## config.mk

```make
export PLATFORM = sky130hd
export DESIGN_NAME = dpo_regs
export DESIGN_NICKNAME = d
export VERILOG_FILES = /design/src/shared/dpo_pkg.sv /design/src/rtl/dpo_range_decode.sv /design/src/rtl/dpo_regs.sv
export SDC_FILE = /design/constraint.sdc
export NUM_CORES = 1
export LEC_CHECK = 0
export BUFFER_PORTS_ARGS = -buffer_cell sky130_fd_sc_hd__buf_2
export CAP_MARGIN = 40
export CORE_ASPECT_RATIO = 0.8
export CORE_MARGIN = 1
export CORE_UTILIZATION = 40
export DETAILED_ROUTE_END_ITERATION = 12
export PLACE_DENSITY_LB_ADDON = 0.15
export REMOVE_ABC_BUFFERS = 1
export SLEW_MARGIN = 10
export SYNTH_ARGS = -nofsm -noshare
export SYNTH_HDL_FRONTEND = slang
export SYNTH_SLANG_ARGS = --single-unit
```

## constraint.sdc

```tcl
create_clock -name clock -period 3.6 [get_ports clock]
set_input_delay 0.18 -clock clock [delete_from_list [all_inputs] [get_ports clock]]
set_output_delay 0.18 -clock clock [all_outputs]
set_load 0.01 [all_outputs]
```

## src/shared/dpo_pkg.sv

```systemverilog
// Package for the oscillator pull control register bank
package dpo_pkg;

  localparam int unsigned REG_W         = 16;
  localparam int unsigned OFS_W         = 26;
  localparam int unsigned UPPER_W       = 10;
  localparam int unsigned RANGE_W       = 4;
  localparam int unsigned PPM_W         = 19;

  localparam logic [7:0] ADDR_LOWER     = 8'h00;
  localparam logic [7:0] ADDR_UPPER     = 8'h01;
  localparam logic [7:0] ADDR_RANGE     = 8'h02;

  localparam int unsigned OE_BIT        = 10;
  localparam int unsigned UPPER_LSB     = 0;
  localparam int unsigned RANGE_LSB     = 0;

  localparam logic [15:0] LOWER_RST     = 16'h0000;
  localparam logic [15:0] UPPER_RST     = 16'h0000;
  localparam logic [25:0] OFS_RST       = 26'h0000000;
  localparam logic [3:0]  RANGE_RST     = 4'h0;

  // Register strobe from the serial slave
  typedef struct packed {
    logic        wr;
    logic        rd;
    logic [7:0]  addr;
    logic [15:0] wdata;
  } dpo_req_s;

  // Read answer back to the serial slave
  typedef struct packed {
    logic        valid;
    logic [15:0] rdata;
  } dpo_rsp_s;

  // Settings that drive the oscillator core
  typedef struct packed {
    logic [25:0] pull_offset_word;
    logic        out_enable;
    logic [18:0] half_range_cppm;
    logic        offset_load;
  } dpo_ctl_s;

endpackage

```

## src/rtl/dpo_range_decode.sv

```systemverilog
// Pull range code to half range, in hundredths of a ppm
`timescale 1ns/1ps
`default_nettype none
module dpo_range_decode
  import dpo_pkg::*;
(
  // Code in
  input  wire logic [dpo_pkg::RANGE_W-1:0] code,
  // Half range out
  output logic      [dpo_pkg::PPM_W-1:0]   half_range_cppm
);
  always_comb
  begin
    unique case (code)
      4'h0: half_range_cppm = 19'h00271;
      4'h1: half_range_cppm = 19'h003e8;
      4'h2: half_range_cppm = 19'h004e2;
      4'h3: half_range_cppm = 19'h009c4;
      4'h4: half_range_cppm = 19'h01388;
      4'h5: half_range_cppm = 19'h01f40;
      4'h6: half_range_cppm = 19'h02710;
      4'h7: half_range_cppm = 19'h030d4;
      4'h8: half_range_cppm = 19'h03a98;
      4'h9: half_range_cppm = 19'h04e20;
      4'ha: half_range_cppm = 19'h09c40;
      4'hb: half_range_cppm = 19'h0ea60;
      4'hc: half_range_cppm = 19'h13880;
      4'hd: half_range_cppm = 19'h1d4c0;
      4'he: half_range_cppm = 19'h27100;
      4'hf: half_range_cppm = 19'h4e200;
    endcase
  end
endmodule
`default_nettype wire

```

## src/rtl/dpo_regs.sv

```systemverilog
// Register bank for the digitally pulled oscillator
// Operation
// - Upper register bits 15:11 read zero, ignored
// - Bit 10 enables output, reset disabled
// - Software enable acts only in software mode
// - Offset is upper ten plus lower sixteen
// - Offset word is zero after reset
// - Offset word is signed two's complement
// - Only upper write applies a new offset
// - Range code selects sixteen ppm ranges
// - Range register bits 15:4 read zero
// - Range loads factory value after reset, rewritable
// - Registers travel as two bytes, MSB first
`timescale 1ns/1ps
`default_nettype none
module dpo_regs
  import dpo_pkg::*;
#(
  parameter logic [3:0] FACTORY_RANGE = dpo_pkg::RANGE_RST
)
(
  // Clock and reset
  input  wire logic             clock,
  input  wire logic             rst_n,
  // Register strobes from the serial slave
  input  wire dpo_pkg::dpo_req_s req,
  output var dpo_pkg::dpo_rsp_s rsp,
  // Enable pin and its mode
  input  wire logic             sw_oe_mode,
  input  wire logic             oe_pin,
  // Oscillator core control
  output var dpo_pkg::dpo_ctl_s ctl
);
  import dpo_pkg::*;

  typedef struct packed {
    logic [15:0] lower_offset_part;
    logic [9:0]  upper_offset_part;
    logic        oe_soft;
    logic [3:0]  range_code;
    logic        range_loaded;
    dpo_rsp_s    rsp;
    dpo_ctl_s    ctl;
  } dpo_state_s;

  dpo_state_s  st_q;
  dpo_state_s  st_d;
  logic [PPM_W-1:0]   half_range;
  logic [RANGE_W-1:0] range_next;

  // Decode runs on the next code so the registered half range and code move together
  dpo_range_decode u_decode (
    .code            (range_next),
    .half_range_cppm (half_range)
  );

  // Next range code, kept apart from the state update to avoid a loop through the decoder
  // factory load last so it wins
  always_comb
  begin
    range_next = st_q.range_code;
    if (req.wr && req.addr == ADDR_RANGE)
    begin
      range_next = req.wdata[RANGE_LSB +: RANGE_W];
    end
    // A write in the first cycle after reset loses to the factory code
    if (!st_q.range_loaded)
    begin
      range_next = FACTORY_RANGE;
    end
  end

  always_comb
  begin
    st_d = st_q;
    st_d.ctl.offset_load = 1'b0;
    st_d.rsp.valid = 1'b0;
    if (req.wr)
    begin
      unique case (req.addr)
        ADDR_LOWER:
        begin
          st_d.lower_offset_part = req.wdata;
        end
        ADDR_UPPER:
        begin
          st_d.upper_offset_part = req.wdata[UPPER_LSB +: UPPER_W];
          st_d.oe_soft = req.wdata[OE_BIT];
          st_d.ctl.pull_offset_word = {req.wdata[UPPER_LSB +: UPPER_W],
                                       st_q.lower_offset_part};
          st_d.ctl.offset_load = 1'b1;
        end
        ADDR_RANGE:
        begin
          st_d.range_code = range_next;
        end
        default:
        begin
          st_d.ctl.offset_load = 1'b0;
        end
      endcase
    end
    if (req.rd)
    begin
      st_d.rsp.valid = 1'b1;
      unique case (req.addr)
        ADDR_LOWER: st_d.rsp.rdata = st_q.lower_offset_part;
        ADDR_UPPER: st_d.rsp.rdata = {5'h00, st_q.oe_soft, st_q.upper_offset_part};
        ADDR_RANGE: st_d.rsp.rdata = {12'h000, st_q.range_code};
        default:    st_d.rsp.rdata = 16'h0000;
      endcase
    end
    st_d.ctl.out_enable = sw_oe_mode ? st_d.oe_soft : oe_pin;
    st_d.ctl.half_range_cppm = half_range;
    st_d.range_loaded = 1'b1;
    st_d.range_code = range_next;
  end

  always_ff @(posedge clock)
  begin
    if (!rst_n)
    begin
      st_q <= '0;
      st_q.ctl.pull_offset_word <= OFS_RST;
      st_q.lower_offset_part <= LOWER_RST;
    end
    else
    begin
      st_q <= st_d;
    end
  end

  assign rsp = st_q.rsp;
  assign ctl = st_q.ctl;

  a_lower_holds: assert property (@(posedge clock) disable iff (!rst_n)
    (req.wr && req.addr == ADDR_LOWER) |=> $stable(ctl.pull_offset_word))
    else $error("lower write changed offset");
  a_upper_applies: assert property (@(posedge clock) disable iff (!rst_n)
    (req.wr && req.addr == ADDR_UPPER) |=>
      ctl.pull_offset_word == {$past(req.wdata[9:0]), $past(st_q.lower_offset_part)}
      && ctl.offset_load)
    else $error("upper write not applied");
  a_upper_zero: assert property (@(posedge clock) disable iff (!rst_n)
    (req.rd && req.addr == ADDR_UPPER) |=> rsp.rdata[15:11] == 5'h00)
    else $error("upper unused bits not zero");
  a_range_zero: assert property (@(posedge clock) disable iff (!rst_n)
    (req.rd && req.addr == ADDR_RANGE) |=> rsp.rdata[15:4] == 12'h000)
    else $error("range unused bits not zero");
  a_pin_mode: assert property (@(posedge clock) disable iff (!rst_n)
    !sw_oe_mode |=> ctl.out_enable == $past(oe_pin))
    else $error("pin mode enable wrong");
  a_soft_oe: assert property (@(posedge clock) disable iff (!rst_n)
    (sw_oe_mode && req.wr && req.addr == ADDR_UPPER) |=>
      ctl.out_enable == $past(req.wdata[10]))
    else $error("software enable wrong");
  a_reset_zero: assert property (@(posedge clock)
    !rst_n |=> ctl.pull_offset_word == 26'h0000000)
    else $error("offset not zero after reset");
  a_range_top: assert property (@(posedge clock) disable iff (!rst_n)
    (req.wr && req.addr == ADDR_RANGE && req.wdata[3:0] == 4'hf && st_q.range_loaded) |=>
      ctl.half_range_cppm == 19'h4e200)
    else $error("range code decode wrong");
  a_range_low: assert property (@(posedge clock) disable iff (!rst_n)
    (req.wr && req.addr == ADDR_RANGE && req.wdata[3:0] == 4'h0 && st_q.range_loaded) |=>
      ctl.half_range_cppm == 19'h00271)
    else $error("range code zero decode wrong");
  a_offset_quiet: assert property (@(posedge clock) disable iff (!rst_n)
    !(req.wr && req.addr == ADDR_UPPER) |=> $stable(ctl.pull_offset_word))
    else $error("offset moved without upper write");
  a_load_source: assert property (@(posedge clock) disable iff (!rst_n)
    ctl.offset_load |-> $past(req.wr && req.addr == ADDR_UPPER))
    else $error("load pulse without upper write");
  a_lower_place: assert property (@(posedge clock) disable iff (!rst_n)
    (req.wr && req.addr == ADDR_LOWER) |=> st_q.lower_offset_part == $past(req.wdata))
    else $error("lower part not held");
  a_sign_bit: assert property (@(posedge clock) disable iff (!rst_n)
    (req.wr && req.addr == ADDR_UPPER) |=> ctl.pull_offset_word[25] == $past(req.wdata[9]))
    else $error("offset sign bit wrong");
  a_oe_stored: assert property (@(posedge clock) disable iff (!rst_n)
    (req.wr && req.addr == ADDR_UPPER) |=> st_q.oe_soft == $past(req.wdata[10]))
    else $error("enable bit not stored");
  a_soft_hold: assert property (@(posedge clock) disable iff (!rst_n)
    (sw_oe_mode && !(req.wr && req.addr == ADDR_UPPER)) |=>
      ctl.out_enable == $past(st_q.oe_soft))
    else $error("software enable moved");
  a_read_answer: assert property (@(posedge clock) disable iff (!rst_n)
    req.rd |=> rsp.valid)
    else $error("read not answered");
  a_read_pulse: assert property (@(posedge clock) disable iff (!rst_n)
    !req.rd |=> !rsp.valid)
    else $error("answer without read");
  a_unmapped_zero: assert property (@(posedge clock) disable iff (!rst_n)
    (req.rd && req.addr > ADDR_RANGE) |=> rsp.rdata == 16'h0000)
    else $error("unmapped read not zero");
  a_lower_read: assert property (@(posedge clock) disable iff (!rst_n)
    (req.rd && req.addr == ADDR_LOWER) |=> rsp.rdata == $past(st_q.lower_offset_part))
    else $error("lower readback wrong");
  a_range_read: assert property (@(posedge clock) disable iff (!rst_n)
    (req.rd && req.addr == ADDR_RANGE) |=> rsp.rdata[3:0] == $past(st_q.range_code))
    else $error("range readback wrong");
  a_range_keep: assert property (@(posedge clock) disable iff (!rst_n)
    (st_q.range_loaded && !(req.wr && req.addr == ADDR_RANGE)) |=>
      $stable(st_q.range_code))
    else $error("range code moved");
  a_factory_load: assert property (@(posedge clock) disable iff (!rst_n)
    !st_q.range_loaded |=> st_q.range_code == FACTORY_RANGE)
    else $error("factory range not loaded");
  a_reset_quiet: assert property (@(posedge clock)
    !rst_n |=> !ctl.offset_load && !rsp.valid && !ctl.out_enable)
    else $error("strobes active after reset");
endmodule
`default_nettype wire

```

==> results.py, run 1 <==
metrics = {
    "status": {
        "outcome": "finished clean",
    },
    "synthesis": {
        "yosysUniqueCellTypes": 51,
        "syn_avg_cell_area_um2": 8.11,
        "synth_edf_count": 0,
        "syn_area_um2": 4070,
        "async_flop_share_pct": 0,
        "synth_fa_ha_area_share_pct": 1.23,
        "synth_seq_cells": 86,
        "synth.area.mux_share_pct": 5.26,
        "synthTopCellsByArea": "dfxtp_1 42%, buf_4 12%, nand2_1 9.8%",
        "synth.top_cell.area_share_pct": 42.4,
        "synth_ff_type": "dfxtp_1",
        "yosys.area_share.simple_pct": 19.9,
        "yosysWarnings": 0,
        "synth_cells": 501,
        "yosysSeqAreaShare_pct": 42.4,
        "synth-xor-area-share_pct": 0.431,
        "synth_area_leader_cell": "dfxtp_1",
        "synth_top_family_by_area": "simple AND/OR/NAND/NOR gates",
        "synth-compound-area-share_pct": 15.2,
    },
    "die": {
        "initial_core_util_pct": 41.6,
        "pin_count": 94,
        "die_w_um": 115,
        "die-area_um2": 10600,
        "die_h_um": 92.2,
        "num_rows": 32,
        "core_area_um2": 9770,
    },
    "cells_and_area": {
        "mostFrequentLayoutCells": "106 x nand2_1, 93 x buf_2, 86 x dfxtp_1",
        "final_common_cell": "nand2_1",
        "drive_above_1_share_pct": 24.6,
        "fillers": 1008,
        "area_delta_synth_final_pct": 9.73,
        "num_antenna_cells": 0,
        "fin_nets": 554,
    },
    "setup_path": {
        "start_kind": "primary input",
        "rr_endpoint": "ctl[8]",
        "r2r_cells": 9,
        "end_kind": "flop",
        "worstSetupPathType": "in -> reg",
        "crit_required_ns": 3.83,
        "critPathArrivalTime_ns": 2.71,
        "cp_max_fo": 16,
        "rrSetupSlack_ns": 1.26,
        "reg2reg_from": "st_q[65]",
    },
    "clock_tree": {
        "cts_made_buffers": 9,
        "cts_resized": 0,
        "max-clock-path-buffers": 2,
        "htreeDepth": 3,
        "postCtsHoldBufs": 0,
        "cts_sinks": 86,
        "clk_pin_slew_ns": 0.06,
        "tritoncts": "built",
        "cts_setup_buffers": 0,
        "cts_root_buffer": "clkbuf_16",
        "clk_latency_ns": 0.33,
    },
    "detailed_routing": {
        "wl_met3_um": 580,
        "dr.max_layer_used": "met4",
        "routed_wl_um": 9710,
        "wl_met2_um": 4050,
        "wire_per_inst_um": 14.7,
        "drc_errors": 0,
        "met1_length_um": 4990,
        "antenna_left": 0,
        "first_pass_iters": 5,
        "vias": 3283,
        "drtIter0Drc": 213,
        "vias_per_cell": 4.97,
    },
    "hold_path": {
        "hold_path_depth": 2,
        "hold_path_end": "ctl[20]",
        "hold_start": "sw_oe_mode",
        "holdCritPathClass": "in -> reg",
    },
    "sta": {
        "worstMarginPinSlew_ns": 0.707,
        "fin_skew_ns": 0.00340,
        "final.setup.tns_ns": 0,
        "relSlewSlack_pct": 52.1,
        "hold_viol": 0,
        "finalCritPeriodShare_pct": 68.9,
        "whs_ns": 0.0359,
        "rsz0062_at_grt": "no",
        "fmax_mhz": 403,
        "setup_violations": 0,
        "finalCriticalPeriod_ns": 2.48,
        "drv_slew": 0,
    },
    "run": {
        "drv_cap": 0,
    },
    "placement": {
        "io_buffers": 93,
        "hpwl_um": 6860,
        "place_congestion": 0.843,
    },
    "global_route": {
        "overflow": 0,
        "antenna_found_initial": 0,
        "grt_pass1_wl_um": 15500,
        "groute.usage.overall_pct": 19.1,
        "grt_max_degree": 49,
        "grt_pass1_vias": 2990,
    },
    "pwr": {
        "power.total_w": 0.00193,
        "peakVddDrop_uv": 217,
        "p_leak_nw": 1.88,
        "power-per-cell-area_nw_per_um2": 433,
    },
}
==> logic make-up after synthesis <==
logic type / Yosys count
buffers and inverters: 103
XOR/XNOR: 2
AO/OA/AOI/OAI: 103
flip-flops: 86
multiplexers: 19
AND/OR/NAND/NOR: 184
adder cells (fa/ha/maj): 4
==> stage by stage <==
step	instance area (µm²)	worst slack (ns)	std cells	utilization, %
floorplan	3470	1.28	409	-
global placement	4150	0.914	644	42.5
detailed placement	4170	0.776	645	42.7
CTS	4460	1.13	661	45.7
global route	4460	0.860	661	45.7
finish	4460	1.12	661	45.7
==> layout make-up <==
type,instances,area (µm²),area share (%)
clock inverter,4,30.0,0.673
sequential,86,1720,38.6
timing repair buffer,100,531,11.9
inverter,11,41.3,0.926
clock buffer,12,256,5.75
tap,136,170,3.81
multi-input combinational,312,1710,38.3
==> sequential cells by signal (all words and copies together), names as in the netlist <==
signal  flops
ctl        37
st_q       32
rsp        17
==> report_power, final <==
| group | total (W) | switching [W] | internal (W) |
|---|---|---|---|
| Combinational | 0.0000848 | 0.0000555 | 0.0000292 |
| Sequential | 0.000961 | 0.00000408 | 0.000957 |
| Clock | 0.000885 | 0.000377 | 0.000508 |
==> synthesized netlist by cell type, drive strengths merged (5+ instances only) <==
cell	count
dfxtp	86
nand2b	7
a22oi	5
nor2	35
o21ai	12
buf	68
nand2	106
a21oi	58
nand3	10
inv	9
clkbuf	24
mux2i	16
nor3	6
==> worst max path at each step <==
stage,endpoint,slack (ns),startpoint
detailed placement,ctl[8],0.78,req[16]
CTS,ctl[8],1.13,req[16]
global placement,ctl[8],0.91,req[16]
floorplan,ctl[8],1.28,req[19]
finish,ctl[8],1.12,req[16]
global route,ctl[8],0.86,req[16]
==> critical path: stages <==
cell	delay [ns]
buf_2	0.32
and3b_1	0.29
and4_1	0.21
o21ai_0	0.49
inv_1	0.22
ha_1	0.29
inv_1	0.16
nand2_1	0.10
o211a_1	0.23
a32o_1	0.20
==> layer usage <==
layer	track usage, %	vias up
met2	27.6	107
met4	5.19	0
met5	0	-
li1	-	1658
met1	27.9	1509
met3	4.76	9
(Power assumes the default switching activity.)
==> run 2: changes to the inputs <==
Clock period 3.6 ns to 2.19 ns, I/O delays scaled along.
==> run 2 against run 1 <==
  * Clock power grew 86%
  * Routed wire length grew 4.5%
  * Register-to-register slack lost 0.92 ns
  * Global-route usage rose by 1.4 points
  * Clock-buffer cell count is 1 lower
  * First-iteration DRC count up 1.9%
  * Largest cell class unchanged
  * Highest routed layer unchanged
==> results.py, run 2 (synthesized netlist as in run 1, its figures left out) <==
metrics = {
    "status": {
        "outcome": "finished clean",
    },
    "pwr": {
        "peakVddDrop_uv": 356,
        "p_leak_nw": 2.02,
        "power-per-cell-area_nw_per_um2": 718,
    },
    "detailed_routing": {
        "routed_wl_um": 10100,
        "vias_per_cell": 4.97,
        "wire_per_inst_um": 14.8,
        "drc_errors": 0,
        "vias": 3405,
        "antenna_left": 0,
        "drtIter0Drc": 217,
        "first_pass_iters": 4,
    },
    "placement": {
        "pre_cts_slack_ns": -0.0330,
        "dp.cells": 670,
        "io_buffers": 93,
        "hpwl_um": 7330,
        "place_congestion": 0.818,
    },
    "clock_tree": {
        "max-clock-path-buffers": 2,
        "cts_resized": 0,
        "cts_sinks": 86,
        "cts_root_buffer": "clkbuf_16",
        "htreeDepth": 3,
        "clk_pin_slew_ns": 0.06,
        "cts_made_buffers": 9,
        "clk_latency_ns": 0.33,
        "tritoncts": "built",
    },
    "run": {
        "drv_cap": 0,
    },
    "cells_and_area": {
        "mostFrequentLayoutCells": "106 x nand2_1, 93 x buf_2, 86 x dfxtp_1",
        "area_delta_synth_final_pct": 15.8,
        "drive_above_1_share_pct": 27.9,
        "largest_reg_flops": 37,
        "utilization_pct": 48.2,
        "final_cells": 685,
        "multi_input_area_um2": 1710,
        "fillers": 1002,
        "fin_nets": 580,
        "final_common_cell": "nand2_1",
        "ff_latch_area_um2": 1720,
        "regMostFlops": "ctl",
        "num_antenna_cells": 0,
    },
    "die": {
        "die_h_um": 92.2,
        "core_area_um2": 9770,
        "initial_core_util_pct": 41.6,
        "die_w_um": 115,
        "pin_count": 94,
        "num_rows": 32,
        "die-area_um2": 10600,
    },
    "sta": {
        "rsz0062_at_grt": "no",
        "whs_ns": 0.0194,
        "fin_skew_ns": 0.00365,
        "timing.final.ws_setup_ns": 0.301,
        "relSlewSlack_pct": 53.8,
        "final.setup.tns_ns": 0,
        "finalCriticalPeriod_ns": 1.89,
        "worstMarginPinSlew_ns": 0.692,
        "hold_viol": 0,
        "setup_violations": 0,
        "drv_slew": 0,
        "finalCritPeriodShare_pct": 86.2,
        "fmax_mhz": 529,
    },
    "global_route": {
        "grt_max_degree": 36,
        "grt_pass1_vias": 3219,
        "overflow": 0,
        "antenna_found_initial": 0,
        "grt_pass1_wl_um": 16600,
        "groute.usage.overall_pct": 20.5,
    },
    "hold_path": {
        "holdCritPathClass": "in -> reg",
    },
    "setup_path": {
        "cp_max_fo": 8,
        "start_kind": "primary input",
        "crit_required_ns": 2.44,
        "worstSetupPathType": "in -> reg",
        "critPathArrivalTime_ns": 2.14,
        "end_kind": "flop",
    },
}
[run 2: through the flow]
stage	instance area, µm²	total power [W]
6_report	4710	0.00338
5_1_grt	4710	0.00348
4_1_cts	4710	0.00341
3_5_place_dp	4370	0.00176
3_3_place_gp	4370	0.00176
2_1_floorplan	3470	0.00167
[run 2: area by class of cell]
| class | count | share of cell area (%) |
|---|---|---|
| flip-flops and latches | 86 | 36.6 |
| multi-input cells | 312 | 36.3 |
| repair buffers | 126 | 15.7 |
| clock buffers | 11 | 5.37 |
| well taps | 136 | 3.62 |
| clock inverters | 3 | 1.46 |
| inverters | 11 | 0.877 |
[run 2: critical path, cell delays in order]
cell and delay, ns:
buf_2 0.12, or4_4 0.55, or4_4 0.58, buf_4 0.19, o311ai_2 0.21, buf_4 0.18
nand2_1 0.05, nor3_1 0.15
[run 2: timing repair]
item,4_1_cts,5_1_grt
hold buffers,1,0
buffers inserted,0,0
endpoints found under the hold margin,1,0
[run 2: per-layer routing]
layer	share of wire, %	global-route usage [%]	vias to the layer above
met1	50	29.6	1592
met3	5.7	5.29	10
met2	42	29.7	91
met5	0	0	-
met4	1.3	5.63	0
li1	-	-	1712
[run 2: final timing paths]
path	slack (ns)	from	cells after the start	to
max	0.30	req[19]	8	ctl[2]
min	0.02	req[7]	3	st_q[77]
max reg2reg	0.34	st_q[65]	9	ctl[10]
min reg2reg	0.45	ctl[31]	2	ctl[31]
[run 2: report_power, final]
part	total (W)	internal (W)	leakage [nW]	switching, W
Sequential	0.00158	0.00157	0.695	0.00000338
Clock	0.00165	0.00105	0.158	0.000597
Combinational	0.000156	0.0000561	1.16	0.0000996
